## src/core/tmr_regs.svh

```systemverilog
// Purpose: offsets, fields, resets and timing of the timer
// Assumes: word index addressing on the plain register port
// Notes: definitions only
`ifndef TMR_REGS_SVH
`define TMR_REGS_SVH
// register indices
`define TMR_CTRL 4'h0
`define TMR_COUNT 4'h1
`define TMR_CMPA 4'h2
`define TMR_CMPB 4'h3
`define TMR_CAPTOP 4'h4
`define TMR_FLAGS 4'h5
`define TMR_DIR 4'h6
// control fields
`define TMR_MODE_LSB 0
`define TMR_ACTA_LSB 4
`define TMR_ACTB_LSB 6
`define TMR_PSC_LSB 8
// flag bits
`define TMR_F_OVF 0
`define TMR_F_CMPA 1
`define TMR_F_CMPB 2
`define TMR_F_CAP 3
// reset values
`define TMR_CTRL_RST 16'h0000
`define TMR_ZERO 16'h0000
`define TMR_MAX 16'hffff
// fixed tops
`define TMR_TOP8 16'h00ff
`define TMR_TOP9 16'h01ff
`define TMR_TOP10 16'h03ff
// prescale terminal counts, each one less than its divisor
`define TMR_DIV8 10'h007
`define TMR_DIV64 10'h03f
`define TMR_DIV256 10'h0ff
`define TMR_DIV1024 10'h3ff
`endif

```

## src/core/tmr_pkg.sv

```systemverilog
// Purpose: types of the timer
// Assumes: nothing
// Notes: waveform mode codes and output actions
package tmr_pkg;
	typedef logic [3:0] tmr_mode_t;
	localparam tmr_mode_t TMR_NORMAL = 4'h0;
	localparam tmr_mode_t TMR_CTC_A = 4'h4;
	localparam tmr_mode_t TMR_FP8 = 4'h5;
	localparam tmr_mode_t TMR_FP9 = 4'h6;
	localparam tmr_mode_t TMR_FP10 = 4'h7;
	localparam tmr_mode_t TMR_CTC_C = 4'hc;
	localparam tmr_mode_t TMR_FP_C = 4'he;
	localparam tmr_mode_t TMR_FP_A = 4'hf;
	typedef enum logic [1:0] {
		TMR_ACT_NONE = 2'h0,
		TMR_ACT_TOG = 2'h1,
		TMR_ACT_CLR = 2'h2,
		TMR_ACT_SET = 2'h3
	} tmr_act_t;
endpackage

```

## src/core/tmr_top.sv

```systemverilog
// Purpose: 16-bit timer with normal, clear-on-match and fast pwm
// Assumes: one clock, software on the plain register port
// Notes: dual-slope modes count as normal
//
// The placing of the registers and the address-and-strobe port are this design's own decisions.
`include "tmr_regs.svh"
`timescale 1ns/1ns
`default_nettype none
module tmr_top (
	// clock and reset
	input wire logic CLK,
	input wire logic RST,
	// register port
	input wire logic [3:0] ADDR,
	input wire logic [15:0] WDATA,
	input wire logic WR,
	input wire logic RD,
	output logic [15:0] RDATA,
	// interrupt service acknowledge per flag
	input wire logic [3:0] FLAG_ACK,
	// flag levels
	output logic [3:0] FLAGS,
	// compare output pins
	output logic OC_A,
	output logic OC_A_OE_N,
	output logic OC_B,
	output logic OC_B_OE_N
);
	import tmr_pkg::*;

	logic [15:0] ctrl;
	logic [15:0] count;
	logic [15:0] cmpa;
	logic [15:0] cmpb;
	logic [15:0] bufa;
	logic [15:0] bufb;
	logic [15:0] captop;
	logic [3:0] flags;
	logic [1:0] dir;
	logic [9:0] psc;
	logic tick;
	logic block;
	logic oc_a;
	logic oc_b;
	tmr_mode_t mode;
	tmr_act_t act_a;
	tmr_act_t act_b;
	logic [2:0] psc_sel;
	logic is_pwm;
	logic is_ctc;
	logic [15:0] top;
	logic at_top;
	logic at_max;
	logic match_a;
	logic match_b;
	logic wrap_top;
	logic w_ctrl;
	logic w_count;
	logic w_cmpa;
	logic w_cmpb;
	logic w_cap;
	logic w_flags;
	logic w_dir;
	logic [15:0] wmask;
	logic [3:0] next_set;

	// fixed top mask applied to compare writes
	function automatic logic [15:0] top_mask(input tmr_mode_t m);
		unique case (m)
			TMR_FP8: top_mask = `TMR_TOP8;
			TMR_FP9: top_mask = `TMR_TOP9;
			TMR_FP10: top_mask = `TMR_TOP10;
			default: top_mask = `TMR_MAX;
		endcase
	endfunction

	// output action at a compare match
	// toggle is honoured in pwm only where the caller allows it (mode 15, channel a)
	function automatic logic act_match(input tmr_act_t a, input logic cur,
		input logic pwm, input logic tog_ok);
		unique case (a)
			TMR_ACT_NONE: act_match = cur;
			TMR_ACT_TOG: act_match = (pwm && !tog_ok) ? cur : ~cur;
			TMR_ACT_CLR: act_match = 1'b0;
			TMR_ACT_SET: act_match = 1'b1;
		endcase
	endfunction

	// output level forced at bottom in pwm
	function automatic logic act_bottom(input tmr_act_t a, input logic cur);
		unique case (a)
			TMR_ACT_CLR: act_bottom = 1'b1;
			TMR_ACT_SET: act_bottom = 1'b0;
			default: act_bottom = cur;
		endcase
	endfunction

	// field decode
	// control bits 15:11 are not stored and read as zero
	assign mode = tmr_mode_t'(ctrl[`TMR_MODE_LSB +: 4]);
	assign act_a = tmr_act_t'(ctrl[`TMR_ACTA_LSB +: 2]);
	assign act_b = tmr_act_t'(ctrl[`TMR_ACTB_LSB +: 2]);
	assign psc_sel = ctrl[`TMR_PSC_LSB +: 3];

	// address decode
	assign w_ctrl = WR && (ADDR == `TMR_CTRL);
	assign w_count = WR && (ADDR == `TMR_COUNT);
	assign w_cmpa = WR && (ADDR == `TMR_CMPA);
	assign w_cmpb = WR && (ADDR == `TMR_CMPB);
	assign w_cap = WR && (ADDR == `TMR_CAPTOP);
	assign w_flags = WR && (ADDR == `TMR_FLAGS);
	assign w_dir = WR && (ADDR == `TMR_DIR);

	// mode classes; only the mode field shapes counting
	assign is_pwm = (mode == TMR_FP8) || (mode == TMR_FP9)
		|| (mode == TMR_FP10) || (mode == TMR_FP_C)
		|| (mode == TMR_FP_A);
	assign is_ctc = (mode == TMR_CTC_A) || (mode == TMR_CTC_C);
	assign wmask = top_mask(mode);

	// top source select
	always_comb begin
		unique case (mode)
			TMR_CTC_A: top = cmpa;
			TMR_FP_A: top = cmpa;
			TMR_CTC_C: top = captop;
			TMR_FP_C: top = captop;
			TMR_FP8: top = `TMR_TOP8;
			TMR_FP9: top = `TMR_TOP9;
			TMR_FP10: top = `TMR_TOP10;
			default: top = `TMR_MAX;
		endcase
	end

	// top and max detection on a tick
	assign at_max = tick && (count == `TMR_MAX);
	assign wrap_top = (is_ctc || is_pwm) && (count == top);
	assign at_top = tick && wrap_top;
	// a counter write masks the next tick's matches
	assign match_a = tick && !block && (count == cmpa);
	assign match_b = tick && !block && (count == cmpb);

	// prescaler: one tick every n clocks, stopped on selects 0, 6 and 7
	// held at zero while stopped, so a restart gives a full first tick period
	always_ff @(posedge CLK) begin
		if (RST) begin
			psc <= 10'h000;
		end else if (tick || psc_sel == 3'h0 || psc_sel > 3'h5) begin
			psc <= 10'h000;
		end else begin
			psc <= psc + 10'h001;
		end
	end

	// tick is a one-clock enable, never a derived clock
	always_comb begin
		unique case (psc_sel)
			3'h1: tick = 1'b1;
			3'h2: tick = (psc == `TMR_DIV8);
			3'h3: tick = (psc == `TMR_DIV64);
			3'h4: tick = (psc == `TMR_DIV256);
			3'h5: tick = (psc == `TMR_DIV1024);
			default: tick = 1'b0;
		endcase
	end

	// control register
	always_ff @(posedge CLK) begin
		if (RST) begin
			ctrl <= `TMR_CTRL_RST;
		end else if (w_ctrl) begin
			ctrl <= {5'h00, WDATA[10:0]};
		end
	end

	// pin direction bits
	always_ff @(posedge CLK) begin
		if (RST) begin
			dir <= 2'h0;
		end else if (w_dir) begin
			dir <= WDATA[1:0];
		end
	end

	// counter: software write wins over counting
	// a top below the count is missed; the count runs through max and wraps
	// the clear at top is not blocked by a counter write, only compare and capture flags and match actions
	always_ff @(posedge CLK) begin
		if (RST) begin
			count <= `TMR_ZERO;
		end else if (w_count) begin
			count <= WDATA;
		end else if (at_top) begin
			count <= `TMR_ZERO;
		end else if (tick) begin
			count <= count + 16'h0001;
		end
	end

	// match block lasts until the next tick, even when stopped
	always_ff @(posedge CLK) begin
		if (RST) begin
			block <= 1'b0;
		end else if (w_count) begin
			block <= 1'b1;
		end else if (tick) begin
			block <= 1'b0;
		end
	end

	// capture register doubles as top, never buffered
	always_ff @(posedge CLK) begin
		if (RST) begin
			captop <= `TMR_ZERO;
		end else if (w_cap) begin
			captop <= WDATA;
		end
	end

	// compare buffers hold the last software write
	// outside pwm they shadow the active value so reads stay consistent
	always_ff @(posedge CLK) begin
		if (RST) begin
			bufa <= `TMR_ZERO;
			bufb <= `TMR_ZERO;
		end else begin
			if (w_cmpa) begin
				bufa <= WDATA & wmask;
			end
			if (w_cmpb) begin
				bufb <= WDATA & wmask;
			end
		end
	end

	// active compares: direct outside pwm, loaded at top in pwm
	// a mode change does not copy the buffer; software rewrites compares after it
	always_ff @(posedge CLK) begin
		if (RST) begin
			cmpa <= `TMR_ZERO;
			cmpb <= `TMR_ZERO;
		end else if (is_pwm) begin
			if (at_top) begin
				cmpa <= bufa;
				cmpb <= bufb;
			end
		end else begin
			if (w_cmpa) begin
				cmpa <= WDATA & wmask;
			end
			if (w_cmpb) begin
				cmpb <= WDATA & wmask;
			end
		end
	end

	// flag set sources for this cycle
	// overflow marks top in pwm and the roll from max elsewhere
	// the capture flag stands for top only in the two capture-top modes
	always_comb begin
		next_set = 4'h0;
		if (is_pwm) begin
			next_set[`TMR_F_OVF] = at_top;
		end else begin
			next_set[`TMR_F_OVF] = at_max;
		end
		next_set[`TMR_F_CMPA] = match_a;
		next_set[`TMR_F_CMPB] = match_b;
		if (mode == TMR_CTC_C || mode == TMR_FP_C) begin
			next_set[`TMR_F_CAP] = at_top && !block;
		end
	end

	// sticky flags; a set in the clearing cycle wins
	always_ff @(posedge CLK) begin
		if (RST) begin
			flags <= 4'h0;
		end else begin
			flags <= next_set | (flags & ~FLAG_ACK
				& ~(w_flags ? WDATA[3:0] : 4'h0));
		end
	end

	// channel a output state
	// at top the bottom action follows any match action of the same tick,
	// so a compare equal to top gives a constant level unless channel a toggles in mode 15
	always_ff @(posedge CLK) begin
		if (RST) begin
			oc_a <= 1'b0;
		end else if (is_pwm && at_top) begin
			oc_a <= act_bottom(act_a, match_a
				? act_match(act_a, oc_a, 1'b1, mode == TMR_FP_A) : oc_a);
		end else if (match_a) begin
			oc_a <= act_match(act_a, oc_a, is_pwm,
				mode == TMR_FP_A);
		end
	end

	// channel b output state; no toggle in pwm
	// toggle on channel b acts only in normal and clear-on-match modes
	always_ff @(posedge CLK) begin
		if (RST) begin
			oc_b <= 1'b0;
		end else if (is_pwm && at_top) begin
			oc_b <= act_bottom(act_b, oc_b);
		end else if (match_b) begin
			oc_b <= act_match(act_b, oc_b, is_pwm, 1'b0);
		end
	end

	// pin drivers, registered; enable is active low
	// pins lag the internal state by one clock; a zero action releases the pin
	always_ff @(posedge CLK) begin
		if (RST) begin
			OC_A <= 1'b0;
			OC_B <= 1'b0;
			OC_A_OE_N <= 1'b1;
			OC_B_OE_N <= 1'b1;
		end else begin
			OC_A <= oc_a;
			OC_B <= oc_b;
			OC_A_OE_N <= !(dir[0] && act_a != TMR_ACT_NONE);
			OC_B_OE_N <= !(dir[1] && act_b != TMR_ACT_NONE);
		end
	end

	// read data one cycle after the strobe; unmapped reads zero
	// pwm reads return the buffer, the value software last wrote
	always_ff @(posedge CLK) begin
		if (RST) begin
			RDATA <= 16'h0000;
		end else if (RD) begin
			unique case (ADDR)
				`TMR_CTRL: RDATA <= ctrl;
				`TMR_COUNT: RDATA <= count;
				`TMR_CMPA: RDATA <= is_pwm ? bufa : cmpa;
				`TMR_CMPB: RDATA <= is_pwm ? bufb : cmpb;
				`TMR_CAPTOP: RDATA <= captop;
				`TMR_FLAGS: RDATA <= {12'h000, flags};
				`TMR_DIR: RDATA <= {14'h0, dir};
				default: RDATA <= 16'h0000;
			endcase
		end else begin
			RDATA <= 16'h0000;
		end
	end

	assign FLAGS = flags;
endmodule
`default_nettype wire

```

## config.mk

```make
export PLATFORM = sky130hd
export DESIGN_NAME = tmr_top
export DESIGN_NICKNAME = d
export VERILOG_FILES = /design/src/core/tmr_pkg.sv /design/src/core/tmr_top.sv
export VERILOG_INCLUDE_DIRS = /design/src /design/src/core
export SDC_FILE = /design/constraint.sdc
export NUM_CORES = 1
export LEC_CHECK = 0
export BUFFER_PORTS_ARGS = -buffer_cell sky130_fd_sc_hd__buf_2
export CORE_MARGIN = 2
export CORE_UTILIZATION = 45
export DETAILED_ROUTE_END_ITERATION = 16
export SYNTH_ARGS = -nofsm -noshare
export SYNTH_HDL_FRONTEND = slang
export SYNTH_SLANG_ARGS = --single-unit
```

## constraint.sdc

```tcl
create_clock -name CLK -period 4.15 [get_ports CLK]
set_input_delay 0.415 -clock CLK [delete_from_list [all_inputs] [get_ports CLK]]
set_output_delay 0.415 -clock CLK [all_outputs]
set_load 0.01 [all_outputs]
```

Word level (Yosys, flattened, before mapping)
Cells that the tools add are included.
{ "word_totals": {"reg_bits": 146, "in_bits": 28, "output_inout_bits": 24, "word_cells": 155} }
{ "op_classes": {"add_sub_neg": 2, "order_cmp": 1, "n_eq_ne": 40, "muxes": 33, "bitwise_logic": 9, "reduce_logical": 52} }
{ "ops": {"columns": ["op", "n"], "rows": [
  ["$mux 16", 11],
  ["$pmux 16 s7", 1],
  ["$pmux 16 s5", 1],
  ["$eq 16x16->1", 3],
  ["$pmux 16 s3", 1],
  ["$eq 4x3->1 const B", 7],
  ["$logic_and 1x1->1", 18],
  ["$add 16x1->16 const B", 1],
  ["$and 16x16->16", 1],
  ["$eq 16x16->1 const B", 1],
  ["$reduce_bool 2->1", 7],
  ["$mux 1", 13],
  ["$eq 4x4->1 const B", 3],
  ["$add 10x1->10 const B", 1],
  ["$eq 10x10->1 const B", 1],
  ["$eq 10x3->1 const B", 1],
  ["$eq 10x6->1 const B", 1],
  ["$eq 10x8->1 const B", 1],
  ["$logic_or 1x1->1", 9],
  ["$ne 3x3->1 const B", 3],
  ["$and 4x4->4", 2],
  ["$eq 2x2->1 const B", 4],
  ["$eq 4x2->1 const B", 2],
  ["$not 4->4", 2],
  ["25 further kinds", 42]
]} }

Longest topological paths before layout
Gate-level depths: netlist (run 1).
{ "depth": {"depth_word": 11, "depth_mapped": 12, "depth_no_buf": 10} }

Least setup slack after synthesis (run 1)
OpenSTA, ideal clock, no wires.
{ "synth_timing": {"path_type": "reg-to-reg", "startpoint": "register ctrl[3]", "endpoint": "register cmpa[10]", "arrival_ns": 3.021, "required_time_ns": 4.011, "path_slack_ns": 0.991, "stages_incl_launch_ff": 12, "n_path_buf": 3, "period_less_slack_ns": 3.159, "path_cell_list": "dfxtp_1 buf_2 or3_1 buf_2 o221ai_2 mux2_4 or4_4 nor4b_4 nand4_2 clkbuf_1 a221oi_1 a311oi_1"} }
{ "synth_between": {"elab_chain_cells": 10, "word_cells_on_any_way": 26, "classes_between": "9 x eq/ne; 4 x mux; 1 x bitwise; 12 x reduce/logical"} }
{ "synth_lines": {"columns": ["item", "line", "rtl"], "rows": [
  ["from (decl)", "tmr_top.sv:31", "logic [15:0] ctrl;"],
  ["from (signal assigned)", "tmr_top.sv:170", "ctrl <= `TMR_CTRL_RST;"],
  ["from (signal assigned)", "tmr_top.sv:172", "ctrl <= {5'h00, WDATA[10:0]};"],
  ["parallel branches: the longest is 10 deep, another holds $pmux 16 s5", null, null],
  ["to (signal assigned)", "tmr_top.sv:240", "cmpa <= `TMR_ZERO;"],
  ["to (signal assigned)", "tmr_top.sv:244", "cmpa <= bufa;"],
  ["to (signal assigned)", "tmr_top.sv:249", "cmpa <= WDATA & wmask;"],
  ["to (decl)", "tmr_top.sv:33", "logic [15:0] cmpa;"]
]} }
Parallel ways; which one is timed is not known. The select of a mux whose other input is x is not followed.
A chain may end at the register's enable or synchronous reset.

Worst setup path after layout (run 1)
{ "layout_timing": {"startpoint": "register ctrl[0]", "endpoint": "register cmpa[12]"} }
Same word-level chain as after synthesis.

==> results list, run 1 <==
* R2r endpoint: cmpa[12]
- Effective utilization at floorplan: 0.460
- Via count of the first global-routing pass: 7513
* Worst hold path startpoint: FLAG_ACK[3]
- At the pin with the least slew margin, the transition time is 1.10 ns.
- The worst hold path terminates at FLAGS[3].
- Final core utilization: 0.512
- In the global route stage, overall resource usage came out at 0.288.
* Combined area of the multi-input logic cells: 4830 sq um
* Cell chain of the critical path: buf_4, o21ai_0, o221ai_2, mux2_4, or4_4, nor4b_4, nand4_4, buf_4, a221oi_1, a311oi_1
- Internal power: 2.37 mW
- The startpoint identified for the worst register-to-register timing path is ctrl[0].
- Of the available clock period, the critical path in the final layout requires 0.855.
- Portion of the post-synthesis area used by sequential elements: 0.354
- The initial antenna violation count is 0.
- Net Sw Frac: 0.283
* Data required, critical path: 4.43 ns
- Mapped Area: 8260 sq um
- In this run the worst setup path begins at ctrl[0].
- IR analysis of the VDD net gives a maximum drop of 0.278 mV.
- Clock transition at the registers of the reported paths: 0.06 ns
- Leading area contributor after synthesis: sky130_fd_sc_hd__dfxtp_1
- Share of post-route cells with drive strength above 1: 0.116
- The routed layout has 8278 vias.
- At the worst endpoint, the arrival time is 3.83 ns.
- After detailed routing, the met2 layer carries 12.3 mm of wire.
- The floorplan has 49 rows.
- The clock reaches the later pin of the worst-skew pair after 0.45 ns.
* F_max: 282 MHz
* Number of buffer and inverter stages on the critical path: 2
- Top Family by Delay on Critical Path: simple AND/OR/NAND/NOR gates
- sky130_fd_sc_hd__nand2_1 is the most common cell in the netlist.
- Total power per unit cell area: 359 nW/um^2
- Deepest clock path buffer count: 2
* Clk network pwr share: 0.454
- For this block, wires on met1 add up to 12.6 mm.
- Count of buffers added by post-CTS timing repair for setup: 0
- Top cells by area, synth: sky130_fd_sc_hd__dfxtp_1, sky130_fd_sc_hd__nand2_1, sky130_fd_sc_hd__a21oi_1, sky130_fd_sc_hd__xor2_1, sky130_fd_sc_hd__a221oi_1
* CTS Root Buffer Type: sky130_fd_sc_hd__clkbuf_16
* Static Leakage: 3.18 nW
* Setup Crit Path Kind: reg -> reg
* Max-slew violations: 0
* Fillers: 1798
- Total half-perimeter wirelength after legalization and detailed placement: 18.8 mm
* Number of remaining DRC errors: 0
* Die height: 139 microns
* Number of cells on the worst reg-to-reg path: 10
- Buffers inserted during clock tree synthesis total 17.
- Dividing the detail-routed wire length by the instance count gives 21.1 microns.
- Result of the run: completed
- Largest incremental delay on the critical path: 0.53 ns
- Area growth from synthesis to final layout: 11.4%
- Post-synth EDFFs: 0
- STA classifies the critical path startpoint as a flip-flop.
* Worst slew margin relative to its limit: 0.267
- Total of buffers placed on input and output ports: 51
* Critical-path cell with the highest stage delay: sky130_fd_sc_hd__or4_4
- CTS built an H-tree with a depth of 4.
- Count of nets left with antenna violations after detail routing: 0
- Diodes inserted: 0
- Placer congestion estimate: 0.882
- In the synthesized netlist, the cells that appear most often are sky130_fd_sc_hd__nand2_1, sky130_fd_sc_hd__dfxtp_1, sky130_fd_sc_hd__a21oi_1, sky130_fd_sc_hd__clkbuf_1, sky130_fd_sc_hd__nor2_1.
* Reg-to-reg slack, setup: 0.60 ns
- Total core area: 18000 sq um
* DR top layer: met4
- Setup ws final: 0.600 ns
- Setup crit end kind: flip-flop
- FFs w/ async S/R, synth: 0
* Max capacitance violation total: 0
- Instance count along the most critical hold path: 3
* Library cells used by synthesis: 58
- Across the routed clock network, the largest skew measured is 0.00952 ns.
* Congestion Overflow GR: 0
- Sum of met3 wire segment lengths after detailed routing: 2.04 mm
* DR pass1 iterations: 5
* Classification of the worst-slack hold path: in -> reg
* Net load switching power: 0.932 mW
- In the routed layout, each cell is associated on average with a via count of 6.23.
- Unrepaired setup endpoints after global routing: no
- The first global-routing pass estimated 43.7 mm of wire.
* Setup TNS: 0 ns
- Of the post-synthesis cell area, the dominant cell type holds 0.354.
- Setup violations remaining at the end of the flow were counted as 0.
- The final hold violation count is 0.
* Part of the total power dissipated in sequential elements: 0.456
- Before CTS, the worst setup slack after placement is 0.656 ns.
* Largest net degree at the start of global routing: 75
- In this run the worst path has a maximum fanout of 69.
* Die width: 139 microns
* Clock Sinks: 146
- Minimum clock period: 3.55 ns
- Yosys printed 0 warnings.
- During I/O placement, the number of pins put on the boundary was 52.
- Area enclosed by the die boundary: 19400 sq um
- Starting DRC count in detailed routing: 821
* Final wirelength: 28.0 mm
- Net count of the mapped netlist: 1124
- Synthesized flop and latch total: 146
* Total instance count after detailed placement: 1296
- Most used DFF post-synth: sky130_fd_sc_hd__dfxtp_1
- Total power for the finished layout comes to 3.30 mW.
- Synthesis produced a netlist whose cell count is 1091.
- TritonCTS built the clock tree.
- After clock tree synthesis, the repair step resized 0 gates.
- Post-route non-filler standard cell count: 1328
- The sequential cells in the finished layout cover a total of 2920 sq um.
- Cell repeated most along the worst path: sky130_fd_sc_hd__buf_4
* Total Nets Final: 1119
- Of the total power, combinational logic draws 0.090.
- Averaged over all synthesized cells, the footprint is 7.57 sq um.
* Post-CTS Hold Fix Bufs: 0
-- sequential cells by signal, summed over array words and instances, names as in the netlist, 2 cells and up --
register	flops
ctrl	11
bufa	16
cmpa	16
captop	16
RDATA	16
cmpb	16
bufb	16
psc	10
count	16
dir	2
FLAGS	4
-- power groups by stage --
stage | combinational (mW) | clock, mW | sequential, mW
after floorplan | 0.216 | 0 | 1.48
after global placement | 0.289 | 0 | 1.53
after detailed placement | 0.291 | 0 | 1.53
after CTS | 0.292 | 1.51 | 1.50
after global routing | 0.320 | 1.56 | 1.51
final | 0.298 | 1.50 | 1.50
-- tightest hold or removal path: cells and delay by family --
family          cells  cell delay (ns)
compound gates      1             0.06
buf+inv             1             0.07
simple gates        1             0.11
-- metrics by stage --
step / hold WS [ns] / instance area (sq um)
after floorplan: 0.409 / 8260
after global placement: 0.427 / 8630
after detailed placement: 0.433 / 8630
after CTS: 0.253 / 9200
after global routing: 0.271 / 9200
final: 0.267 / 9200
-- per-layer routing --
layer / GRT usage / vias to the layer above
met1: 0.401 / 3921
met4: 0.140 / 0
met5: 0 / -
li1: - / 3942
met2: 0.432 / 344
met3: 0.0506 / 71
-- worst max path at each step --
stage | to | slack (ns) | depth (start not counted)
final | cmpa[12] | 0.60 | 10
after global routing | cmpa[0] | 0.42 | 10
after CTS | cmpa[13] | 0.66 | 10
after detailed placement | cmpa[13] | 0.66 | 10
after global placement | cmpa[5] | 0.71 | 9
after floorplan | cmpa[10] | 0.99 | 11
-- cells by family after synthesis --
kind of cell | count (synthesis) | synth area share
and+or+nand+nor | 444 | 0.266
AOI/OAI and AO/OA | 300 | 0.246
DFF | 146 | 0.354
buffers and inverters | 141 | 0.0667
xor gates and xnor gates | 52 | 0.0552
adders and majority gates | 5 | 0.00758
muxes | 3 | 0.00424
-- area by class of cell --
type | instances | share of cell area
Multi-Input combinational cell | 804 | 0.525
Sequential cell | 146 | 0.318
Timing Repair Buffer | 75 | 0.0476
Clock buffer | 17 | 0.0463
Tap cell | 229 | 0.0312
Inverter | 42 | 0.0171
Clock inverter | 15 | 0.0150
-- cells in the final DEF, fill, tap and decap left out, drive strengths merged, types with 9 or more instances in the layout --
cell	netlist	final
a222oi	9	9
clkbuf	83	17
nor2	72	72
dfxtp	146	146
buf	16	75
a221oi	37	37
nor4	20	20
or4	10	10
o221ai	9	9
nor3b	9	9
o211ai	14	14
inv	42	44
a31oi	20	20
and3	15	15
and3b	10	10
a21oi	106	106
clkinv	0	10
a211oi	10	10
nor3	10	10
o21ai	36	36
nand2	190	190
xor2	46	46
a311oi	33	33
and2	16	16
nand3	40	40
Note: power is estimated with default switching activity, not from simulation.
==> inputs of run 2 (changes only) <==
- CORE_MARGIN: 2 -> 5
==> run 2 against run 1 <==
Net effect: final cell count unchanged; via count is 0.48% lower; flip-flop and latch count unchanged; sequential share of layout area decreased by 0.10 points; setup slack got worse by 0.18 ns; clock skew down 0.00089 ns; critical path depth decreased by 1; hold slack worse by 0.017 ns; clock power up 5%; first-iteration DRC count is 4.0% higher; critical endpoint is now cmpa[1].
==> results list, run 2 (synthesis gave the netlist of run 1 again) <==
* Final core utilization: 0.512
- Overall power after layout: 3.36 mW
* Number of clock buffers inserted by TritonCTS: 17
- Die width: 145 microns
* Die height: 145 microns
- The detail route stage leaves a number of antenna-violating nets equal to 0.
- Total of buffers placed on input and output ports: 51
- Setup TNS: 0 ns
- The first global-routing pass estimated 43.4 mm of wire.
- Area of all placed cells without fillers: 9230 sq um
- TritonCTS built the clock tree.
* Number of buffer and inverter stages on the critical path: 1
- Signal routing reaches up to met4.
- Across the run, the number of max-cap violations was 0.
- The clock period could shrink to 3.73 ns.
* DR pass1 iterations: 6
* Placer congestion estimate: 0.904
- Diodes inserted: 0
* Overall routing resource usage: 0.257
- The run finished with clean final reports.
- Share of the cycle needed by the critical path after routing: 0.899
- The library cell used most frequently in the layout, excluding fill and tap cells, is sky130_fd_sc_hd__nand2_1.
- The worst setup path is of the reg -> reg kind.
- Worst slew margin relative to its limit: 0.263
* Dpl cell area: 8640 sq um
* Number of gates given a new drive strength after cts: 0
- Fill cells in the final layout number 1792.
- Clock transition at the registers of the reported paths: 0.06 ns
- Largest net degree at the start of global routing: 76
- Initial antenna violation count: 0
* Fin Hold WS: 0.250 ns
- CP Max Fanout: 69
- The initialized floorplan defines 49 standard-cell rows.
- The path class of the tightest hold or removal check is in -> reg.
- Number of remaining DRC errors: 0
- Largest incremental delay on the critical path: 0.53 ns
- Actual slew at the worst max-slew pin: 1.10 ns
* Arrival time reported for the critical path endpoint: 4.00 ns
- Instance count along the most critical hold path: 3
- Setup crit end kind: flip-flop
- Clock tree synthesis found a total of 146 sinks.
- Counting buffers and inverters, the worst setup path is 9 cells deep.
* Congestion Overflow GR: 0
- The final max-slew violation count is 0.
- In the final layout, the share of cells above drive strength 1 is 0.113.
- Setup violations remaining at the end of the flow were counted as 0.
- For the worst flop-to-flop path, the logic depth is 9.
- IR drop worst, VDD: 0.310 mV
- The die covers 21200 sq um.
* Sum of met3 wire segment lengths after detailed routing: 1.90 mm
- The final route contains 8238 vias.
- CTS Root Buffer Type: sky130_fd_sc_hd__clkbuf_16
- Routed length on met1: 12.1 mm
- Effective utilization at floorplan: 0.458
- Cell chain of the critical path: or3_1, o221ai_2, mux2_4, or4_4, nor4b_4, nand4_4, buf_4, a221oi_1, a311oi_1
- The library cells used most frequently in the layout, excluding fill and tap cells, are sky130_fd_sc_hd__nand2_1, sky130_fd_sc_hd__dfxtp_1, sky130_fd_sc_hd__a21oi_1.
* Total power per unit cell area: 364 nW/um^2
* Final Hold Viols: 0
- The largest individual stage delay along the critical path comes from the cell sky130_fd_sc_hd__or4_4.
* Post-route non-filler standard cell count: 1328
- Reg-to-reg slack, setup: 0.42 ns
- Summed over all nets, wire length on met2 after detailed routing comes to 12.9 mm.
- The detailed router finished its first iteration with 854 violations.
* Worst slack at placement: 0.499 ns
* Final wirelength: 28.0 mm
* Count of buffers added by post-CTS timing repair for setup: 0
- Across the routed clock network, the largest skew measured is 0.00862 ns.
- At the later pin of the worst-skew pair, clock insertion delay measures 0.43 ns.
- Detailed placement ended at an HPWL of 19.0 mm.
- Depth of the CTS H-tree: 4
* Total Nets Final: 1120
- F_max: 268 MHz
- After floorplanning, the core was sized to cover 18000 sq um.
- Top Family by Delay on Critical Path: simple AND/OR/NAND/NOR gates
- Using the TritonRoute via totals, the vias-per-cell ratio works out to 6.20.
- Ports placed on the boundary: 52
* Unrepaired setup endpoints after global routing: no
- Total instance count after detailed placement: 1297
- Data required, critical path: 4.42 ns
- Compared with the post-synthesis result, the final layout area differs by 11.8%.
- Via count of the first global-routing pass: 7422
- Setup ws final: 0.419 ns
- Post-CTS Hold Fix Bufs: 0
- Critical Path Source Type: flip-flop
- Wirelength per Cell: 21.1 microns
- Deepest clock path buffer count: 2
- Static Leakage: 3.20 nW
## run 2: layout make-up
type,count,area [sq um],share of cell area
Clock buffer,21,450,0.0488
Sequential cell,146,2920,0.317
Clock inverter,10,135,0.0146
Timing Repair Buffer,76,445,0.0483
Tap cell,229,287,0.0311
Inverter,42,158,0.0171
Multi-Input combinational cell,804,4830,0.523
## run 2: final timing paths
kind | startpoint | end
max | ctrl[0] | cmpa[1]
min | FLAG_ACK[3] | FLAGS[3]
max reg2reg | ctrl[0] | cmpa[1]
min reg2reg | psc[0] | psc[0]
## run 2: tightest hold or removal path, delay by kind of cell
kind	cells	cell delay [ns]
buf+inv	1	0.07
compound gates	1	0.05
simple gates	1	0.09
## run 2: metal layers
layer | global-route usage | vias to the layer above
met4 | 0.0933 | 0
li1 | - | 3938
met3 | 0.0520 | 62
met2 | 0.403 | 351
met5 | 0 | -
met1 | 0.350 | 3887
## run 2: where the power goes
group	internal [mW]	switching (mW)
sequential	1.43	0.0845
clock	0.956	0.620
combinational	0.100	0.168
total	2.49	0.873
==> inputs of run 3 (changes only) <==
- clock period: 4.15 -> 4.7 ns (I/O delays scaled with it)
==> run 3 against run 2 <==
Net effect: sequential share of layout area fell by 0.098 points; via count rose by 0.46%; clock-buffer cell count fell by 2; register-to-register slack improved by 0.13 ns; hold slack better by 0.075 ns; setup slack improved by 0.13 ns; critical path type unchanged; critical endpoint is now cmpb[13]; largest power group unchanged.
==> results list, run 3 (synthesis gave the netlist of run 1 again) <==
- Clk network pwr share: 0.470
- The final max-slew violation count is 0.
- In this run the tightest slew margin relative to its limit is 0.196.
- For this run, the total global-route usage over all layers was measured as 0.260.
* Fin Hold WS: 0.326 ns
- The kind of cell with the highest combined delay along the critical path is simple AND/OR/NAND/NOR gates.
* CP Max Fanout: 54
- Deepest clock path buffer count: 2
- At the pin with the least slew margin, the transition time is 1.20 ns.
- For the final database, setup skew stands at 0.0128 ns.
- VDD sags by at most 0.254 mV.
- The tree built by TritonCTS fans out to 146 sinks.
* Number of gates given a new drive strength after cts: 0
- Count of nets left with antenna violations after detail routing: 0
- The design draws 2.98 mW.
- In this run the number of H-tree levels came out at 4.
- DR pass1 iterations: 7
- Summing over every cut layer, the via total after detailed routing is 8276.
- Setup TNS: 0 ns
* Post-CTS Hold Fix Bufs: 0
- Setup Crit Path Kind: reg -> reg
- The initial antenna violation count came to 0.
- Diodes inserted: 0
- # rows: 49
- In this run the power density over the cells is 322 nW/um^2.
* Combinational share of power: 0.084
- Number of remaining DRC errors: 0
- Critical-path cell with the highest stage delay: sky130_fd_sc_hd__nand4_4
* Part of the total power dissipated in sequential elements: 0.447
* Clock transition at the registers of the reported paths: 0.06 ns
* Wire length of the first global-routing pass: 44.2 mm
- CTS Root Buffer Type: sky130_fd_sc_hd__clkbuf_16
- Clock Latency Late Sink: 0.44 ns
- Cell repeated most along the worst path: sky130_fd_sc_hd__buf_4
- Arrival time reported for the critical path endpoint: 4.43 ns
* Fillers: 1825
- Via count of the first global-routing pass: 7595
- Data required, critical path: 4.98 ns
- Die width: 145 microns
* Total core area: 18000 sq um
- Cell chain of the critical path: buf_4, or3b_2, a211oi_1, xnor2_1, nand4b_1, a31oi_2, nand4_4, buf_4, a221oi_1, a311oi_1
- In this run the cell area measured after placement is 8660 sq um.
- Timing analysis after detailed placement gives a worst setup slack of 0.622 ns.
* Most frequent cells in the layout: sky130_fd_sc_hd__nand2_1, sky130_fd_sc_hd__dfxtp_1, sky130_fd_sc_hd__a21oi_1
* Max capacitance violation total: 0
- Using the TritonRoute via totals, the vias-per-cell ratio works out to 6.21.
- Largest incremental delay on the critical path: 0.71 ns
- Minimum clock period: 4.15 ns
* Unrepaired setup endpoints after global routing: no
- Of the cells placed in the final design, the portion with a size suffix greater than 1 is 0.118.
- Static Leakage: 3.21 nW
- Setup violation total in the final timing report: 0
* Largest net degree at the start of global routing: 75
- The floorplan step defined a die boundary enclosing 21200 sq um.
- Starting DRC count in detailed routing: 1022
- Total of buffers placed on input and output ports: 51
* Die height: 145 microns
- Of the available clock period, the critical path in the final layout requires 0.883.
- From synthesis to final layout, the design area changed by 12.1%.
* CTS tree: done
- Ports placed on the boundary: 52
- Final Hold Viols: 0
* Effective utilization at floorplan: 0.458
* Setup crit end kind: flip-flop
- Detailed placement finished with a half-perimeter wire length of 19.1 mm.
- The min-delay analysis places its worst path in the category in -> reg.
- Setup ws final: 0.550 ns
* Number of clock buffers inserted by TritonCTS: 17
* F_max: 241 MHz
* Critical Path Source Type: flip-flop
- Count of buffers added by post-CTS timing repair for setup: 0
* Total Nets Final: 1123
- Area of all placed cells without fillers: 9260 sq um
- Routability-driven placement finished with a final weighted congestion of 0.899.
* Number of buffer and inverter stages on the critical path: 2
* Net Sw Frac: 0.274
* Result of the run: completed
- For this block, the routed nets add up to 27.8 mm of wire.
- For this design the total switching power over the nets is 0.816 mW.
* Congestion Overflow GR: 0
- In the final routed layout, each cell accounts on average for 20.9 microns.
* Most common cell after layout, fill and taps aside: sky130_fd_sc_hd__nand2_1
* Internal power: 2.16 mW
## run 3: cell types whose count changed in the layout (fill, tap and decap cells not counted), sizes merged
cell / delta
buf: +3
clkbuf: -2
bufinv: -1
inv: +5
clkinvlp: +1
clkinv: -2
## run 3: cell type report
type / count / area (sq um) / area share
clock buffers: 19 / 443 / 0.0479
clock inverters: 13 / 149 / 0.0161
inverters: 42 / 158 / 0.0170
multi-input cells: 804 / 4830 / 0.522
flip-flops and latches: 146 / 2920 / 0.316
well taps: 229 / 287 / 0.0310
repair buffers: 79 / 468 / 0.0506
## run 3: path summary, 6_finish.rpt
path | start | to | slack, ns | depth (start not counted)
setup / recovery | ctrl[3] | cmpb[13] | 0.55 | 10
hold / removal | FLAG_ACK[3] | FLAGS[3] | 0.33 | 3
setup reg to reg | ctrl[3] | cmpb[13] | 0.55 | 10
hold reg to reg | psc[0] | psc[0] | 0.45 | 1
## run 3: power by group through the flow
stage	logic (mW)	clock network [mW]	registers (mW)
global route	0.272	1.46	1.33
global placement	0.242	0	1.36
floorplan	0.191	0	1.31
CTS	0.245	1.41	1.33
detailed placement	0.244	0	1.36
finish	0.249	1.40	1.33
## run 3: through the flow
| stage | utilization | instances |
|---|---|---|
| global placement | 0.481 | 1300 |
| CTS | 0.514 | 1332 |
| global route | 0.514 | 1332 |
| finish | 0.514 | 1332 |
| floorplan | - | 1091 |
| detailed placement | 0.481 | 1300 |
## run 3: per-layer routing
layer	share of wire	track usage
met5	0	0
met1	0.45	0.357
met2	0.46	0.408
met3	0.059	0.0386
met4	0.038	0.108
## run 3: worst reg2reg max path, cell delays in order (launching register included)
cell	delay, ns
sky130_fd_sc_hd__dfxtp_1	0.50
sky130_fd_sc_hd__buf_4	0.30
sky130_fd_sc_hd__or3b_2	0.45
sky130_fd_sc_hd__a211oi_1	0.39
sky130_fd_sc_hd__xnor2_1	0.17
sky130_fd_sc_hd__nand4b_1	0.13
sky130_fd_sc_hd__a31oi_2	0.50
sky130_fd_sc_hd__nand4_4	0.71
sky130_fd_sc_hd__buf_4	0.46
sky130_fd_sc_hd__a221oi_1	0.30
sky130_fd_sc_hd__a311oi_1	0.09
